`config.mk`:
```
export PLATFORM = sky130hd
export DESIGN_NAME = fhc_top
export DESIGN_NICKNAME = d
export VERILOG_FILES = /design/src/hw/fhc_pkg.sv /design/src/hw/fhc_cyc_if.sv /design/src/hw/fhc_top.sv /design/src/hw/fhc_sync.sv /design/src/hw/fhc_cycle.sv
export VERILOG_INCLUDE_DIRS = /design/src /design/src/hw
export SDC_FILE = /design/constraint.sdc
export NUM_CORES = 1
export LEC_CHECK = 0
export ABC_AREA = 0
export BUFFER_PORTS_ARGS = -buffer_cell sky130_fd_sc_hd__buf_2
export CORE_ASPECT_RATIO = 1.2
export CORE_MARGIN = 5
export CORE_UTILIZATION = 30
export DETAILED_ROUTE_END_ITERATION = 6
export SKIP_LAST_GASP = 1
export SLEW_MARGIN = 30
export SYNTH_ARGS = -nofsm -noshare
export SYNTH_HDL_FRONTEND = slang
export SYNTH_HIERARCHICAL = 1
export SYNTH_SLANG_ARGS = --single-unit
```
`constraint.sdc`:
```
create_clock -name pclk -period 3.61 [get_ports pclk]
set_input_delay 0.1805 -clock pclk [delete_from_list [all_inputs] [get_ports pclk]]
set_output_delay 0.1805 -clock pclk [all_outputs]
set_load 0.03 [all_outputs]
```
`src/hw/fhc_regs.svh`:
```
`ifndef FHC_REGS_SVH
`define FHC_REGS_SVH
// ==========================================
// register map of the host controller
`define FHC_OFF_CTRL    12'h000
`define FHC_OFF_ADDR    12'h004
`define FHC_OFF_WDATA   12'h008
`define FHC_OFF_STAT    12'h00c
`define FHC_OFF_RDATA   12'h010
`define FHC_IDX_CTRL    3'h0
`define FHC_IDX_ADDR    3'h1
`define FHC_IDX_WDATA   3'h2
`define FHC_IDX_STAT    3'h3
`define FHC_IDX_RDATA   3'h4
`define FHC_IDX_NONE    3'h7
// ==========================================
// field positions
`define FHC_CTRL_START  0
`define FHC_CTRL_OP_LO  1
`define FHC_CTRL_OP_HI  2
`define FHC_STAT_BUSY   0
`define FHC_STAT_DONE   1
`define FHC_STAT_FAIL   2
`define FHC_STAT_RDY    3
`define FHC_STAT_TFAIL  4
`define FHC_STAT_TOG2   5
// ==========================================
// status bits on the flash data byte
`define FHC_BIT_POLL    7
`define FHC_BIT_TOG1    6
`define FHC_BIT_TFAIL   5
`define FHC_BIT_TOG2    2
`define FHC_RESET_CMD   8'hf0
`define FHC_SYNC_STAGES 2
`endif

```
`src/hw/fhc_pkg.sv`:
```
// ==========================================
// types of the host controller
package fhc_pkg;
	typedef enum logic [1:0] {
		FHC_OP_WRITE = 2'h0,
		FHC_OP_READ  = 2'h1,
		FHC_OP_TOGGLE = 2'h2,
		FHC_OP_DPOLL = 2'h3
	} fhc_op_t;
	typedef enum logic [3:0] {
		S_IDLE = 4'h0, S_WR  = 4'h1, S_RD  = 4'h3, S_TG1 = 4'h2,
		S_TG2  = 4'h6, S_TG3 = 4'h7, S_DP1 = 4'h5, S_DP2 = 4'h4,
		S_DP3  = 4'hc, S_RST = 4'hd, S_FIN = 4'hf
	} fhc_state_t;
	typedef enum logic [1:0] {
		E_IDLE = 2'h0, E_ACT = 2'h1, E_REC = 2'h3
	} fhc_eng_t;
endpackage : fhc_pkg

```
`src/hw/fhc_cyc_if.sv`:
```
`timescale 1ns/1ns
`default_nettype none
// ==========================================
// one flash bus cycle request and its answer
interface fhc_cyc_if #(parameter int ADDR_W = 20);
	logic              req;
	logic              ready;
	logic              we;
	logic [ADDR_W-1:0] addr;
	logic [7:0]        wdata;
	logic [7:0]        rdata;
	logic              done;
	modport master (output req, we, addr, wdata, input ready, rdata, done);
	modport engine (input req, we, addr, wdata, output ready, rdata, done);
endinterface : fhc_cyc_if
`default_nettype wire

```
`src/hw/fhc_top.sv`:
```
`timescale 1ns/1ns
`default_nettype none
`include "fhc_regs.svh"
// Notes on behaviour
// polling bit valid after last write strobe
// programming shows inverse of bit seven
// poll program status at programmed address
// protected program target busy about 1 us
// erase polls zero, one when done
// sector erase polls inside selected sector
// chip erase polls unprotected sector
// all protected erase busy about 100 us
// partly protected erase skips protected sectors
// trust whole byte only on later read
// ready/busy low while program or erase
// toggle bit one inverts per read
// toggle one stops in erase suspend
// protected program toggles about 1 us
// toggle two inverts in erased sectors
// chip select or output strobe delimit reads
// two reads, equal toggle means done
// timeout flag set: recheck, else reset
// resume restarts from first double read
// reread polling bit after timeout flag
// timeout flag high marks failed operation
// reset command is F0 anywhere
module fhc_top import fhc_pkg::*; #(
	parameter int ADDR_W      = 20,
	parameter int ASSERT_CYC  = 8,
	parameter int RECOVER_CYC = 4
) (
	input  wire logic              pclk,
	input  wire logic              presetn,
	input  wire logic [11:0]       paddr,
	input  wire logic              psel,
	input  wire logic              penable,
	input  wire logic              pwrite,
	input  wire logic [31:0]       pwdata,
	output logic      [31:0]       prdata,
	output logic                   pready,
	output logic                   pslverr,
	output logic      [ADDR_W-1:0] flash_addr,
	output logic                   flash_ce_n,
	output logic                   flash_oe_n,
	output logic                   flash_we_n,
	input  wire logic [7:0]        data_lines_low_byte_in,
	output logic      [7:0]        data_lines_low_byte_out,
	output logic                   data_lines_low_byte_oe_n,
	input  wire logic              ready_busy_n_out
);
	// ==========================================
	// register decode
	function automatic logic [2:0] fhc_reg_idx(input logic [11:0] a);
		case (a)
			`FHC_OFF_CTRL:  fhc_reg_idx = `FHC_IDX_CTRL;
			`FHC_OFF_ADDR:  fhc_reg_idx = `FHC_IDX_ADDR;
			`FHC_OFF_WDATA: fhc_reg_idx = `FHC_IDX_WDATA;
			`FHC_OFF_STAT:  fhc_reg_idx = `FHC_IDX_STAT;
			`FHC_OFF_RDATA: fhc_reg_idx = `FHC_IDX_RDATA;
			default:        fhc_reg_idx = `FHC_IDX_NONE;
		endcase
	endfunction : fhc_reg_idx
	fhc_state_t        state_q, state_d;
	fhc_op_t           op_q, op_d;
	logic [ADDR_W-1:0] addr_q, addr_d;
	logic [7:0]        wdata_q, wdata_d, prev_q, prev_d, rd_q, rd_d;
	logic [31:0]       prdata_q, prdata_d;
	logic              pend_q, pend_d, done_q, done_d, fail_q, fail_d;
	logic              tfail_q, tfail_d, tog2_q, tog2_d;
	logic              wr_en, setup_rd, start, clr_done, clr_fail;
	logic              set_done, set_fail, set_tfail, set_tog2;
	logic              in_cyc, accept, cdone, tog1_same, poll_match;
	logic [2:0]        idx;
	logic [7:0]        rdat;
	logic [8:0]        sync_q;
	fhc_cyc_if #(.ADDR_W(ADDR_W)) cyc ();
	// ==========================================
	// pin synchronisers
	fhc_sync #(.W(9)) u_sync (
		.pclk    (pclk),
		.presetn (presetn),
		.d       ({ready_busy_n_out, data_lines_low_byte_in}),
		.q       (sync_q)
	);
	fhc_cycle #(.ADDR_W(ADDR_W), .ASSERT_CYC(ASSERT_CYC),
		.RECOVER_CYC(RECOVER_CYC)) u_cycle (
		.pclk       (pclk),
		.presetn    (presetn),
		.cyc        (cyc),
		.dq_sync    (sync_q[7:0]),
		.flash_addr (flash_addr),
		.flash_ce_n (flash_ce_n),
		.flash_oe_n (flash_oe_n),
		.flash_we_n (flash_we_n),
		.dq_out     (data_lines_low_byte_out),
		.dq_oe_n    (data_lines_low_byte_oe_n)
	);
	// ==========================================
	// bus slave and cycle requests
	assign idx      = fhc_reg_idx(paddr);
	assign wr_en    = psel && penable && pwrite;
	assign setup_rd = psel && !penable && !pwrite;
	assign pready   = 1'b1;
	assign pslverr  = psel && penable && (idx == `FHC_IDX_NONE);
	assign prdata   = prdata_q;
	assign start    = wr_en && (idx == `FHC_IDX_CTRL) &&
	                  pwdata[`FHC_CTRL_START] && (state_q == S_IDLE);
	assign clr_done = wr_en && (idx == `FHC_IDX_STAT) &&
	                  pwdata[`FHC_STAT_DONE];
	assign clr_fail = wr_en && (idx == `FHC_IDX_STAT) &&
	                  pwdata[`FHC_STAT_FAIL];
	assign in_cyc   = (state_q != S_IDLE) && (state_q != S_FIN);
	assign cyc.req  = in_cyc && !pend_q;
	assign cyc.we   = (state_q == S_WR) || (state_q == S_RST);
	assign cyc.addr = addr_q;
	assign cyc.wdata = (state_q == S_RST) ? `FHC_RESET_CMD : wdata_q;
	assign accept   = cyc.req && cyc.ready;
	assign cdone    = cyc.done;
	assign rdat     = cyc.rdata;
	assign tog1_same = (rdat[`FHC_BIT_TOG1] == prev_q[`FHC_BIT_TOG1]);
	assign poll_match = (rdat[`FHC_BIT_POLL] ==
	                     wdata_q[`FHC_BIT_POLL]);
	// ==========================================
	// registers written by software, read mux
	always_comb begin
		op_d = op_q;
		addr_d = addr_q;
		wdata_d = wdata_q;
		prdata_d = prdata_q;
		if (wr_en && (state_q == S_IDLE)) begin
			case (idx)
				`FHC_IDX_CTRL: begin
					op_d = fhc_op_t'(pwdata[`FHC_CTRL_OP_HI:`FHC_CTRL_OP_LO]);
				end
				`FHC_IDX_ADDR:  addr_d = pwdata[ADDR_W-1:0];
				`FHC_IDX_WDATA: wdata_d = pwdata[7:0];
				default: ;
			endcase
		end
		if (setup_rd) begin
			prdata_d = 32'h0000_0000;
			case (idx)
				`FHC_IDX_CTRL: begin
					prdata_d[`FHC_CTRL_OP_HI:`FHC_CTRL_OP_LO] = op_q;
				end
				`FHC_IDX_ADDR:  prdata_d[ADDR_W-1:0] = addr_q;
				`FHC_IDX_WDATA: prdata_d[7:0] = wdata_q;
				`FHC_IDX_STAT: begin
					prdata_d[`FHC_STAT_BUSY] = (state_q != S_IDLE);
					prdata_d[`FHC_STAT_DONE] = done_q;
					prdata_d[`FHC_STAT_FAIL] = fail_q;
					prdata_d[`FHC_STAT_RDY] = sync_q[8];
					prdata_d[`FHC_STAT_TFAIL] = tfail_q;
					prdata_d[`FHC_STAT_TOG2] = tog2_q;
				end
				`FHC_IDX_RDATA: prdata_d[7:0] = rd_q;
				default: ;
			endcase
		end
	end
	// ==========================================
	// status sequencer
	always_comb begin
		state_d = state_q;
		prev_d = prev_q;
		rd_d = rd_q;
		set_done = 1'b0;
		set_fail = 1'b0;
		set_tfail = 1'b0;
		set_tog2 = 1'b0;
		pend_d = (pend_q || accept) && !cdone;
		case (state_q)
			S_IDLE: begin
				if (start) begin
					case (fhc_op_t'(pwdata[`FHC_CTRL_OP_HI:`FHC_CTRL_OP_LO]))
						FHC_OP_WRITE:  state_d = S_WR;
						FHC_OP_READ:   state_d = S_RD;
						FHC_OP_TOGGLE: state_d = S_TG1;
						default:       state_d = S_DP1;
					endcase
				end
			end
			S_WR: state_d = cdone ? S_FIN : state_q;
			S_RD, S_DP3: begin
				if (cdone) begin
					rd_d = rdat;
					state_d = S_FIN;
				end
			end
			S_TG1: begin
				if (cdone) begin
					prev_d = rdat;
					state_d = S_TG2;
				end
			end
			S_TG2: begin
				if (cdone) begin
					rd_d = rdat;
					prev_d = rdat;
					set_tog2 = (rdat[`FHC_BIT_TOG2] !=
					            prev_q[`FHC_BIT_TOG2]);
					if (tog1_same) begin
						state_d = S_FIN;
					end else if (rdat[`FHC_BIT_TFAIL]) begin
						set_tfail = 1'b1;
						state_d = S_TG3;
					end else begin
						state_d = S_TG1;
					end
				end
			end
			S_TG3: begin
				if (cdone) begin
					rd_d = rdat;
					state_d = tog1_same ? S_FIN : S_RST;
				end
			end
			S_DP1: begin
				if (cdone) begin
					if (poll_match) begin
						state_d = S_DP3;
					end else if (rdat[`FHC_BIT_TFAIL]) begin
						set_tfail = 1'b1;
						state_d = S_DP2;
					end
				end
			end
			S_DP2: begin
				if (cdone) begin
					state_d = poll_match ? S_DP3 : S_RST;
				end
			end
			S_RST: begin
				if (cdone) begin
					set_fail = 1'b1;
					state_d = S_FIN;
				end
			end
			S_FIN: begin
				set_done = 1'b1;
				state_d = S_IDLE;
			end
			default: state_d = S_IDLE;
		endcase
		done_d = set_done || (done_q && !clr_done);
		fail_d = set_fail || (fail_q && !clr_fail);
		tfail_d = set_tfail || (tfail_q && !start);
		tog2_d = set_tog2 || (tog2_q && !start);
	end
	always_ff @(posedge pclk or negedge presetn) begin
		if (!presetn) begin
			state_q <= S_IDLE;
			op_q <= FHC_OP_WRITE;
			addr_q <= '0;
			wdata_q <= 8'h00;
			prev_q <= 8'h00;
			rd_q <= 8'h00;
			prdata_q <= 32'h0000_0000;
			pend_q <= 1'b0;
			done_q <= 1'b0;
			fail_q <= 1'b0;
			tfail_q <= 1'b0;
			tog2_q <= 1'b0;
		end else begin
			state_q <= state_d;
			op_q <= op_d;
			addr_q <= addr_d;
			wdata_q <= wdata_d;
			prev_q <= prev_d;
			rd_q <= rd_d;
			prdata_q <= prdata_d;
			pend_q <= pend_d;
			done_q <= done_d;
			fail_q <= fail_d;
			tfail_q <= tfail_d;
			tog2_q <= tog2_d;
		end
	end
endmodule : fhc_top
`default_nettype wire

```
`src/hw/fhc_sync.sv`:
```
`timescale 1ns/1ns
`default_nettype none
// ==========================================
// two-stage synchroniser per bit
module fhc_sync #(parameter int W = 9) (
	input  wire logic         pclk,
	input  wire logic         presetn,
	input  wire logic [W-1:0] d,
	output logic      [W-1:0] q
);
	genvar i;
	generate
		for (i = 0; i < W; i++) begin : g_bit
			logic s1_q;
			logic s2_q;
			always_ff @(posedge pclk or negedge presetn) begin
				if (!presetn) begin
					s1_q <= 1'b1;
					s2_q <= 1'b1;
				end else begin
					s1_q <= d[i];
					s2_q <= s1_q;
				end
			end
			assign q[i] = s2_q;
		end
	endgenerate
endmodule : fhc_sync
`default_nettype wire

```
`src/hw/fhc_cycle.sv`:
```
`timescale 1ns/1ns
`default_nettype none
// ==========================================
// flash bus cycle engine
module fhc_cycle import fhc_pkg::*; #(
	parameter int ADDR_W      = 20,
	parameter int ASSERT_CYC  = 8,
	parameter int RECOVER_CYC = 4
) (
	input  wire logic              pclk,
	input  wire logic              presetn,
	fhc_cyc_if.engine              cyc,
	input  wire logic [7:0]        dq_sync,
	output logic      [ADDR_W-1:0] flash_addr,
	output logic                   flash_ce_n,
	output logic                   flash_oe_n,
	output logic                   flash_we_n,
	output logic      [7:0]        dq_out,
	output logic                   dq_oe_n
);
	localparam logic [7:0] ACT_LAST = 8'(ASSERT_CYC - 1);
	localparam logic [7:0] REC_LAST = 8'(RECOVER_CYC - 1);
	localparam int T_DONE = ASSERT_CYC + RECOVER_CYC + 1;
	fhc_eng_t          st_q, st_d;
	logic [7:0]        cnt_q, cnt_d, rd_q, rd_d, wd_q, wd_d;
	logic [ADDR_W-1:0] addr_q, addr_d;
	logic              we_q, we_d, done_q, done_d;
	logic              ce_q, ce_d, oe_q, oe_d, wen_q, wen_d, doe_q, doe_d;
	// ==========================================
	// next state
	always_comb begin
		st_d = st_q;
		cnt_d = cnt_q + 8'h01;
		rd_d = rd_q;
		wd_d = wd_q;
		addr_d = addr_q;
		we_d = we_q;
		done_d = 1'b0;
		ce_d = ce_q;
		oe_d = oe_q;
		wen_d = wen_q;
		doe_d = doe_q;
		case (st_q)
			E_IDLE: begin
				cnt_d = 8'h00;
				if (cyc.req) begin
					st_d = E_ACT;
					we_d = cyc.we;
					addr_d = cyc.addr;
					wd_d = cyc.wdata;
					ce_d = 1'b0;
					oe_d = cyc.we;
					wen_d = ~cyc.we;
					doe_d = ~cyc.we;
				end
			end
			E_ACT: begin
				if (cnt_q == ACT_LAST) begin
					st_d = E_REC;
					cnt_d = 8'h00;
					ce_d = 1'b1;
					oe_d = 1'b1;
					wen_d = 1'b1;
					if (!we_q) begin
						rd_d = dq_sync;
					end
				end
			end
			E_REC: begin
				doe_d = 1'b1;
				if (cnt_q == REC_LAST) begin
					st_d = E_IDLE;
					done_d = 1'b1;
				end
			end
			default: begin
				st_d = E_IDLE;
			end
		endcase
	end
	// ==========================================
	// registers
	always_ff @(posedge pclk or negedge presetn) begin
		if (!presetn) begin
			st_q <= E_IDLE;
			cnt_q <= 8'h00;
			rd_q <= 8'h00;
			wd_q <= 8'h00;
			addr_q <= '0;
			we_q <= 1'b0;
			done_q <= 1'b0;
			ce_q <= 1'b1;
			oe_q <= 1'b1;
			wen_q <= 1'b1;
			doe_q <= 1'b1;
		end else begin
			st_q <= st_d;
			cnt_q <= cnt_d;
			rd_q <= rd_d;
			wd_q <= wd_d;
			addr_q <= addr_d;
			we_q <= we_d;
			done_q <= done_d;
			ce_q <= ce_d;
			oe_q <= oe_d;
			wen_q <= wen_d;
			doe_q <= doe_d;
		end
	end
	assign cyc.ready  = (st_q == E_IDLE);
	assign cyc.done   = done_q;
	assign cyc.rdata  = rd_q;
	assign flash_addr = addr_q;
	assign flash_ce_n = ce_q;
	assign flash_oe_n = oe_q;
	assign flash_we_n = wen_q;
	assign dq_out     = wd_q;
	assign dq_oe_n    = doe_q;
endmodule : fhc_cycle
`default_nettype wire

```
Yosys cells after proc, flatten, opt, wreduce, memory -nomap -nowiden:

Cells that the tools add are included.

* bits in registers: 144
* output and inout port bits: 66

* $add $sub $neg: 1
* equal/unequal tests: 40
* mux-type cells: 49
* bitwise gates (word level): 2
* reduce and logical (&&, ||, !) cells: 55

Operators with widths (number)
* $mux 4: 10
* $pmux 4 s7: 1
* $eq 12x4->1 const B: 2
* $logic_and 1x1->1: 20
* $mux 1: 17
* $eq 4x3->1 const B: 4
* $mux 8: 2
* $ne 2x1->1 const B: 8
* $pmux 8 s2: 1
* $pmux 3 s5: 1
* $reduce_and 2->1: 7
* $eq 12x3->1 const B: 1
* $eq 12x5->1 const B: 1
* $eq 4x4->1 const B: 3
* $logic_not 12->1: 1
* $mux 12: 1
* $pmux 2 s3: 2
* $pmux 3 s4: 1
* $pmux 1 s2: 5
* $pmux 2 s5: 1
* $pmux 3 s3: 1
* $reduce_and 3->1: 3
* $add 8x1->8 const B: 1
* $eq 4x2->1 const B: 2
* other kinds (27): 51

Logic depth before layout (Yosys ltp):

Gate-level depths: netlist (run 1).

* depth in word-level cells: 9
* gate-level depth with buffers: 8

Cells and area by module:

Netlist (run 1), hierarchy kept.

By module, submodules not included
* fhc_top: times used 1, cells an instance 291, area each 3419.5 sq um
* fhc_cycle: times used 1, cells an instance 147, area each 2073.2 sq um
* fhc_sync: times used 1, cells an instance 27, area each 540.5 sq um

Least setup slack after synthesis (run 1):

No wires, ideal clock.

* kind: register to register
* from: reg state_q[2]
* to: reg u_cycle.addr_q[0] (netlist: u_cycle/flash_addr[0])
* setup time: 0.125 ns
* data arrival time: 2.438 ns
* required time: 3.485 ns
* setup slack: 1.047 ns
* cell stages (with the launch flop): 8
* buffers on the path: 2
* period minus slack after synthesis: 2.563 ns
* cell sequence: dfrtp_1 clkbuf_1 and2_1 and3_1 nor3_1 nor3b_1 clkbuf_1 mux2_2

* longest elaborated chain between the ends: 4
* elaborated cells between the ends (all ways): 5
* those cells by class: eq/ne (1); reduce/logical (4)

RTL lines
* start: declaration: RTL line fhc_top.sv:63 `fhc_state_t state_q, state_d;`
* start signal: assignment: RTL line fhc_top.sv:265 `state_q <= state_d;`
* $ne 4x4->1 / $reduce_bool 4->1 (equally long branches): RTL line fhc_top.sv:112 `assign in_cyc = (state_q != S_IDLE) && (state_q != S_FIN);`
* $logic_and 1x1->1 (*): RTL line fhc_top.sv:112
* $logic_and 1x1->1 (*): RTL line fhc_top.sv:113 `assign cyc.req = in_cyc && !pend_q;`
* net cyc.req: RTL line fhc_cyc_if.sv:6 `logic req;`
* $reduce_and 2->1 (no line) (*)
* end signal: assignment: RTL line fhc_cycle.sv:101 `addr_q <= addr_d;`
* end: declaration: RTL line fhc_cycle.sv:26 `logic [ADDR_W-1:0] addr_q, addr_d;`

Mark *: on every way through the listed nets, which the timed path passes. The rest lies on a longest branch.
A chain may end at the register's enable or synchronous reset.

Worst setup path in the final report (run 1):

* from: reg state_q[2]
* to: reg u_cycle.addr_q[13] (netlist: u_cycle/flash_addr[13])

Same word-level chain as after synthesis.

==> metrics.md, run 1 <==
| Metric | Value |
|---|---|
| Die width | `approximately 140 um` |
| Clock Sinks | `roughly 140` |
| Sequential fraction of design power | `a little over two fifths` |
| Result of the run | `finished clean` |
| Number of synthesized flops with an enable pin | `0` |
| Core Footprint | `between 15000 and 20000 um^2` |
| Total Neg Setup Slack | `0 ns` |
| Root Buffer Master | `sky130_fd_sc_hd__clkbuf_16` |
| Setup slack, reg-to-reg | `0.71 ns` |
| Worst EP required | `3.91 ns` |
| Arrival time at the worst endpoint | `between 3 and 4 ns` |
| Routed Antenna Nets | `0` |
| Delay of the slowest critical-path stage | `0.68 ns` |
| CTS tree | `done` |
| Worst slew pin tran | `roughly 0.93 ns` |
| Share of cells above drive strength 1 | `41.9%` |
| Number of gates resized after CTS | `0` |
| Number of max-cap violations | `0` |
| Initial antenna violation count | `5` |
| Global placement routability congestion | `~0.79` |
| Clock share of power | `a little under two fifths` |
| Cell area after layout | `~7500 um^2` |
| GRT overflow | `0` |
| Cell internal power dissipation | `3.01 mW` |
| Flops & latches, synth | `139` |
| Share of the clock period used by the worst path | `80.3%` |
| Total power | `4.28 mW` |
| Detailed-router iteration count before antenna repair | `4` |
| Slowest library cell on the worst path | `sky130_fd_sc_hd__nor3b_4` |
| Total Nets Final | `640` |
| Fill cells | `~1900` |
| Number of DRC violations after detailed routing | `0` |
| Total number of vias | `4065` |
| Placement-stage cell area | `6700 um^2` |
| Distinct cell type count of the synthesized netlist | `56` |
| Headroom to the max-slew limit | `37.2%` |
| Largest net degree at the start of global routing | `95` |
| Cells traversed along the worst timing path | `and2_1 -> and3_1 -> nor3_1 -> nor3b_4 -> buf_4 -> mux2_2` |
| Initial core utilization | `a little under a third` |
| Rows | `56` |
| Number of hold-slack violations in the final timing report | `0` |
| Num ports | `124` |
| Post-Route Skew | `0.00599 ns` |
| Most used cells in the layout excluding fill and tap cells | `sky130_fd_sc_hd__dfrtp_1 (117), sky130_fd_sc_hd__buf_2 (97), sky130_fd_sc_hd__mux2_2 (79), sky130_fd_sc_hd__dlygate4sd3_1 (23), sky130_fd_sc_hd__dfstp_2 (22)` |
| Critical path endpoint category | `flip-flop` |
| Class of the worst hold path | `primary input to flip-flop` |
| Antenna diode instance count | `0` |
| Post-layout min period | `2.90 ns` |
| Most common cell after layout, fill and taps aside | `sky130_fd_sc_hd__dfrtp_1` |
| Area delta synth->final | `24.2%` |
| GR Util All Layers | `between 10% and 20%` |
| Clock buffer depth | `2` |
| RSZ-0062 raised after global routing | `no` |
| Post-placement cell count | `798` |
| Critical path launch point type | `flip-flop` |
| Vias in the first global route | `4206` |
| Number of DRC markers in iteration 0 | `184` |
| Hold Slack | `about 0.018 ns` |
| Synth Area per Inst | `13.0 um^2` |
| Total wire length after detailed routing | `14000 um` |
| Die Y | `165 um` |
| Detail-routed net length per standard cell | `16.4 um` |
| Leakage dissipation | `3.65 nW` |
| Final count of negative-setup-slack endpoints | `0` |
| Number of buffers added by the clock tree synthesis step | `17` |
| FFs w/ async S/R, synth | `100%` |
| Number of warnings printed during yosys synthesis | `6` |
| Switching power | `1.27 mW` |
| Clock latency at the later pin of the worst-skew pair | `0.41 ns` |
| Cell area after technology mapping | `6030 um^2` |
| FMAX | `between 300 and 400 MHz` |
| Non-filler instance count after layout | `about 850` |
| Dominant register cell in the synthesized netlist | `sky130_fd_sc_hd__dfrtp_1` |
| Switching power share of the total | `29.7%` |
| Seq/Total Area, Yosys | `between 50% and 60%` |
| Category of the most critical setup path | `flip-flop to flip-flop` |
| Clock slew at reported path FFs | `0.06 ns` |
| Port bufs | `98` |
| Number of instances in the synthesized netlist | `465` |
| Max-slew violation count | `0` |
| Combined area of the multi-input logic cells | `between 2000 and 2500 um^2` |
| Combinational Power Share | `17.8%` |
| Die Area | `23100 um^2` |
| H-tree lvl count | `4` |
| Pwr dens | `around 570 nW/um^2` |
| Routed vias/inst | `4.77` |
| Worst voltage drop across the vdd grid | `0.321 mV` |
| Sequential cell area | `about 3500 um^2` |
| Detailed-placement wirelength estimate | `10200 um` |
| First-pass GRT wire length | `approximately 23000 um` |
| Max FO, Critical Path | `20` |
-- per-layer routing --
| layer | global-route usage, % | up-vias | part of all wire (%) |
|---|---|---|---|
| li1 | - | 1880 | - |
| met1 | 15.1 | 2057 | 42 |
| met2 | 21.1 | 98 | 50 |
| met3 | 4.81 | 20 | 6.7 |
| met4 | 3.74 | 10 | 1.0 |
| met5 | 0 | - | 0.58 |
-- synth_stat cells (8+ instances only) --
cell type / number / area (um^2)
sky130_fd_sc_hd__a21oi_1: 8 / 40.0
sky130_fd_sc_hd__a22o_1: 18 / 158
sky130_fd_sc_hd__a22oi_1: 10 / 75.1
sky130_fd_sc_hd__buf_4: 22 / 165
sky130_fd_sc_hd__clkbuf_1: 16 / 60.1
sky130_fd_sc_hd__dfrtp_1: 117 / 2930
sky130_fd_sc_hd__dfstp_2: 22 / 578
sky130_fd_sc_hd__mux2_2: 79 / 890
sky130_fd_sc_hd__nand2_1: 21 / 78.8
sky130_fd_sc_hd__nand2b_1: 11 / 68.8
sky130_fd_sc_hd__nand3_1: 10 / 50.1
sky130_fd_sc_hd__nor2_1: 10 / 37.5
sky130_fd_sc_hd__o21ai_0: 16 / 80.1
-- timing repair --
action / CTS / global route
endpoints found under the hold margin: 104 / 1
setup buffers: 0 / 0
hold buffers: 22 / 1
-- sequential cells by signal, indices dropped and copies added (netlist names), 4 cells and up --
name / cells
wdata_q: 8
u_cycle/cnt_q: 8
addr_q: 20
state_q: 4
u_cycle/cyc.rdata: 8
u_sync/g_bit.s1_q: 9
rd_q: 8
prdata: 20
u_cycle/flash_addr: 20
u_cycle/dq_out: 8
u_sync/g_bit.s2_q: 9
-- layout make-up --
type | count | share of cell area, %
flip-flops and latches | 139 | 46.8
multi-input cells | 287 | 30.7
repair buffers | 126 | 10.2
clock buffers | 18 | 5.73
well taps | 261 | 4.36
clock inverters | 14 | 1.80
inverters | 8 | 0.401
-- metrics by stage --
step	util, %	worst slack [ns]
final	38.1	0.711
after global routing	38.1	0.534
after CTS	38.0	0.477
after detailed placement	34.0	0.487
after global placement	34.0	0.618
after floorplan	-	1.05
-- worst max-delay path: cells and delay by family, from the launching register on --
kind / cells / cell delay (ns)
buf+inv: 1 / 0.41
simple gates: 4 / 1.43
mux: 1 / 0.38
flops: 1 / 0.54
-- cells by family (layout without fill, tap and decap cells) --
family	count (synthesis)	count (layout)	share of synthesized area, %
DFF	139	139	58.1
muxes	86	86	16.5
AOI/OAI and AO/OA	74	74	9.10
adders and majority gates	3	3	0.622
and+or+nand+nor	105	105	10.1
buffers and inverters	50	166	4.56
xor gates and xnor gates	6	6	0.871
other	2	13	0.124
-- worst paths after layout --
kind | startpoint | to | cells after the start
min in group asynchronous | presetn | prdata[11] | 2
setup / recovery | state_q[2] | u_cycle/flash_addr[13] | 6
hold reg to reg | u_sync/g_bit[6].s1_q | u_sync/g_bit[6].s2_q | 0
hold / removal | pwdata[8] | addr_q[8] | 2
setup reg to reg | state_q[2] | u_cycle/flash_addr[13] | 6
max in group asynchronous | presetn | u_cycle/dq_oe_n | 3
-- power by group through the flow --
| stage | Sequential [mW] | Combinational (mW) | Clock [mW] |
|---|---|---|---|
| 2_1_floorplan | 1.84 | 0.612 | 0 |
| 3_3_place_gp | 1.88 | 0.721 | 0 |
| 3_5_place_dp | 1.90 | 0.739 | 0 |
| 4_1_cts | 1.87 | 0.764 | 1.70 |
| 5_1_grt | 1.90 | 0.843 | 1.76 |
| 6_report | 1.88 | 0.761 | 1.64 |
(Power assumes the default switching activity.)
==> inputs of run 2 (changes only) <==
--- a/config.mk
+++ b/config.mk
@@ -6,7 +6,7 @@
 export SDC_FILE = /design/constraint.sdc
 export NUM_CORES = 1
 export LEC_CHECK = 0
-export ABC_AREA = 0
+export ABC_AREA = 1
 export BUFFER_PORTS_ARGS = -buffer_cell sky130_fd_sc_hd__buf_2
 export CORE_ASPECT_RATIO = 1.2
 export CORE_MARGIN = 5
==> constraint.sdc (replaced) <==
create_clock -name pclk -period 2.9 [get_ports pclk]
set_input_delay 0.145 -clock pclk [delete_from_list [all_inputs] [get_ports pclk]]
set_output_delay 0.145 -clock pclk [all_outputs]
set_load 0.03 [all_outputs]
==> metrics.md, run 2 <==
| Metric | Value |
|---|---|
| Total Neg Setup Slack | `0 ns` |
| Core Footprint | `21000 um^2` |
| Number of buffers added by the clock tree synthesis step | `17` |
| Slowest library cell on the worst path | `sky130_fd_sc_hd__dfrtp_1` |
| Category of the most critical setup path | `flip-flop to flip-flop` |
| Placement-stage cell area | `7010 um^2` |
| Clock slew at reported path FFs | `roughly 0.060 ns` |
| Headroom to the max-slew limit | `43.8%` |
| Number of max-cap violations | `0` |
| Crit Reg-Reg Endpoint | `addr_q[4]` |
| Largest delay share family, worst path | `simple AND/OR/NAND/NOR gates` |
| Total wire length after detailed routing | `15700 um` |
| Number of synthesized flops with an enable pin | `0` |
| Leakage dissipation | `4.09 nW` |
| Total Nets Final | `917` |
| Seq/Total Area, Yosys | `55.0%` |
| Clock Sinks | `139` |
| Hold EP | `wdata_q[3]` |
| Hold Path Depth | `3` |
| Most used cells in the layout excluding fill and tap cells | `sky130_fd_sc_hd__nand2_1 (268), sky130_fd_sc_hd__dfrtp_1 (117), sky130_fd_sc_hd__buf_2 (97), sky130_fd_sc_hd__inv_1 (55), sky130_fd_sc_hd__o21ai_0 (50)` |
| Num ports | `124` |
| First-pass GRT wire length | `25900 um` |
| Setup Buffers After CTS | `0` |
| Pwr dens | `728 nW/um^2` |
| CTS tree | `done` |
| RSZ-0062 raised after global routing | `no` |
| Setup slack, reg-to-reg | `roughly 0.97 ns` |
| PnR worst setup slack | `0.970 ns` |
| Die Y | `170 um` |
| Worst slew pin tran | `0.837 ns` |
| Worst voltage drop across the vdd grid | `0.416 mV` |
| Die Area | `24300 um^2` |
| Fraction of post-synthesis cell area in the top cell type by area | `45.9%` |
| Cell taking the most area after synthesis | `sky130_fd_sc_hd__dfrtp_1` |
| Number of warnings printed during yosys synthesis | `6` |
| Non-filler instance count after layout | `1139` |
| Initial antenna violation count | `1` |
| Final count of negative-setup-slack endpoints | `0` |
| Worst slack, placed | `0.961 ns` |
| Max FO, Critical Path | `28` |
| Vias in the first global route | `5078` |
| Final core utilization | `~38%` |
| Critical hold path startpoint | `pwdata[3]` |
| Routed Antenna Nets | `0` |
| Most used standard cell by instance count after synthesis | `sky130_fd_sc_hd__nand2_1` |
| Clock latency at the later pin of the worst-skew pair | `around 0.42 ns` |
| Top post-synthesis cells by area | `sky130_fd_sc_hd__dfrtp_1 (46%), sky130_fd_sc_hd__nand2_1 (16%), sky130_fd_sc_hd__dfstp_2 (9.1%), sky130_fd_sc_hd__o21ai_0 (3.9%), sky130_fd_sc_hd__nand3_1 (3.6%)` |
| Cell area after technology mapping | `roughly 6400 um^2` |
| Post-layout min period | `1.93 ns` |
| Largest net degree at the start of global routing | `61` |
| Delay of the slowest critical-path stage | `0.46 ns` |
| Cell area after layout | `7890 um^2` |
| Routed vias/inst | `about 4.4` |
| Number of DRC markers in iteration 0 | `236` |
| Post-Route Skew | `0.00922 ns` |
| FFs w/ async S/R, synth | `100%` |
| Share of cells above drive strength 1 | `24.0%` |
| Crit path buf inv count | `0` |
| Result of the run | `finished clean` |
| Detail-routed net length per standard cell | `13.8 um` |
| Leading cell types by count after synthesis | `sky130_fd_sc_hd__nand2_1 (268), sky130_fd_sc_hd__dfrtp_1 (117), sky130_fd_sc_hd__inv_1 (55)` |
| H-tree lvl count | `4` |
| Number of DRC violations after detailed routing | `0` |
| Max-slew violation count | `0` |
| GRT overflow | `0` |
| Detailed-router iteration count before antenna repair | `5` |
| Number of buffers added to fix hold violations after cts | `24` |
| Total power | `5.74 mW` |
| Hold Slack | `0.00323 ns` |
| Total number of vias | `between 5000 and 6000` |
| Rows | `58` |
| Number of instances in the synthesized netlist | `741` |
| Root Buffer Master | `sky130_fd_sc_hd__clkbuf_16` |
| Dominant register cell in the synthesized netlist | `sky130_fd_sc_hd__dfrtp_1` |
| Critical path endpoint category | `flip-flop` |
| Post-placement cell count | `1083` |
| Share of the clock period used by the worst path | `approximately two thirds` |
| Worst Reg-to-Reg Cells | `5` |
| Number of hold-slack violations in the final timing report | `0` |
| GR Util All Layers | `13.4%` |
| Number of gates resized after CTS | `0` |
| Flops & latches, synth | `between 100 and 150` |
| Synth Area per Inst | `roughly 8.6 um^2` |
| Fill cells | `2139` |
| Detailed-placement wirelength estimate | `about 11000 um` |
| Worst R2R Start | `state_q[0]` |
| Worst EP required | `around 3.2 ns` |
| Clock buffer depth | `2` |
| Most common cell after layout, fill and taps aside | `sky130_fd_sc_hd__nand2_1` |
| FMAX | `518 MHz` |
| Arrival time at the worst endpoint | `2.27 ns` |
| Port bufs | `98` |
| Global placement routability congestion | `0.880` |
| Class of the worst hold path | `primary input to flip-flop` |
| Critical path launch point type | `flip-flop` |
| Distinct cell type count of the synthesized netlist | `40` |
| Die width | `~140 um` |
| Initial core utilization | `30.4%` |
| Area delta synth->final | `23.7%` |
| Cells traversed along the worst timing path | `nor2_2 -> nand2_2 -> nor2_4 -> nand2_4 -> o21ai_0` |
[run 2: how the worst max path moves through the flow]
stage | startpoint | to | slack [ns] | cells past startpoint
floorplan | state_q[0] | u_cycle/st_q[0] | 1.43 | 9
global placement | state_q[0] | addr_q[2] | 1.0 | 6
detailed placement | state_q[0] | addr_q[4] | 0.96 | 5
CTS | state_q[0] | addr_q[4] | 0.95 | 5
global route | state_q[3] | rd_q[3] | 0.75 | 7
finish | state_q[0] | addr_q[4] | 0.97 | 5
[run 2: cells by family after synthesis]
logic type / after synthesis / share of synthesized area (%)
other cells: 2 / 0.118
flops: 139 / 55.0
buf+inv: 106 / 8.44
compound gates: 77 / 6.89
fa+ha+maj: 3 / 0.589
simple gates: 411 / 28.6
xor+xnor: 3 / 0.412
[run 2: per-layer routing]
layer / vias up / GRT usage [%] / share of wire [%] / routed length (um)
met2: 123 / 22.7 / 49 / 7730
met3: 29 / 3.33 / 5.5 / 866
met4: 0 / 4.59 / 2.1 / 333
met1: 2310 / 16.8 / 43 / 6750
li1: 2556 / - / - / -
met5: - / 0 / 0 / 0
[run 2: tightest hold or removal path: stages]
cell and delay (ns):
sky130_fd_sc_hd__buf_2 0.08, sky130_fd_sc_hd__inv_1 0.06, sky130_fd_sc_hd__o21ai_2 0.12
[run 2: area by class of cell]
| class | count | area, um^2 | share of cell area (%) |
|---|---|---|---|
| diodes | 1 | 2.50 | 0.0317 |
| clock buffers | 19 | 443 | 5.62 |
| clock inverters | 12 | 186 | 2.36 |
| inverters | 63 | 236 | 3.00 |
| multi-input cells | 507 | 2380 | 30.2 |
| flip-flops and latches | 139 | 3510 | 44.5 |
| well taps | 270 | 338 | 4.28 |
| repair buffers | 128 | 795 | 10.1 |
[run 2: where the power goes]
part	internal (mW)	total [mW]	switching [mW]
clock network	1.47	2.32	0.855
logic	0.342	1.10	0.758
registers	2.15	2.32	0.166
total	3.96	5.74	1.78
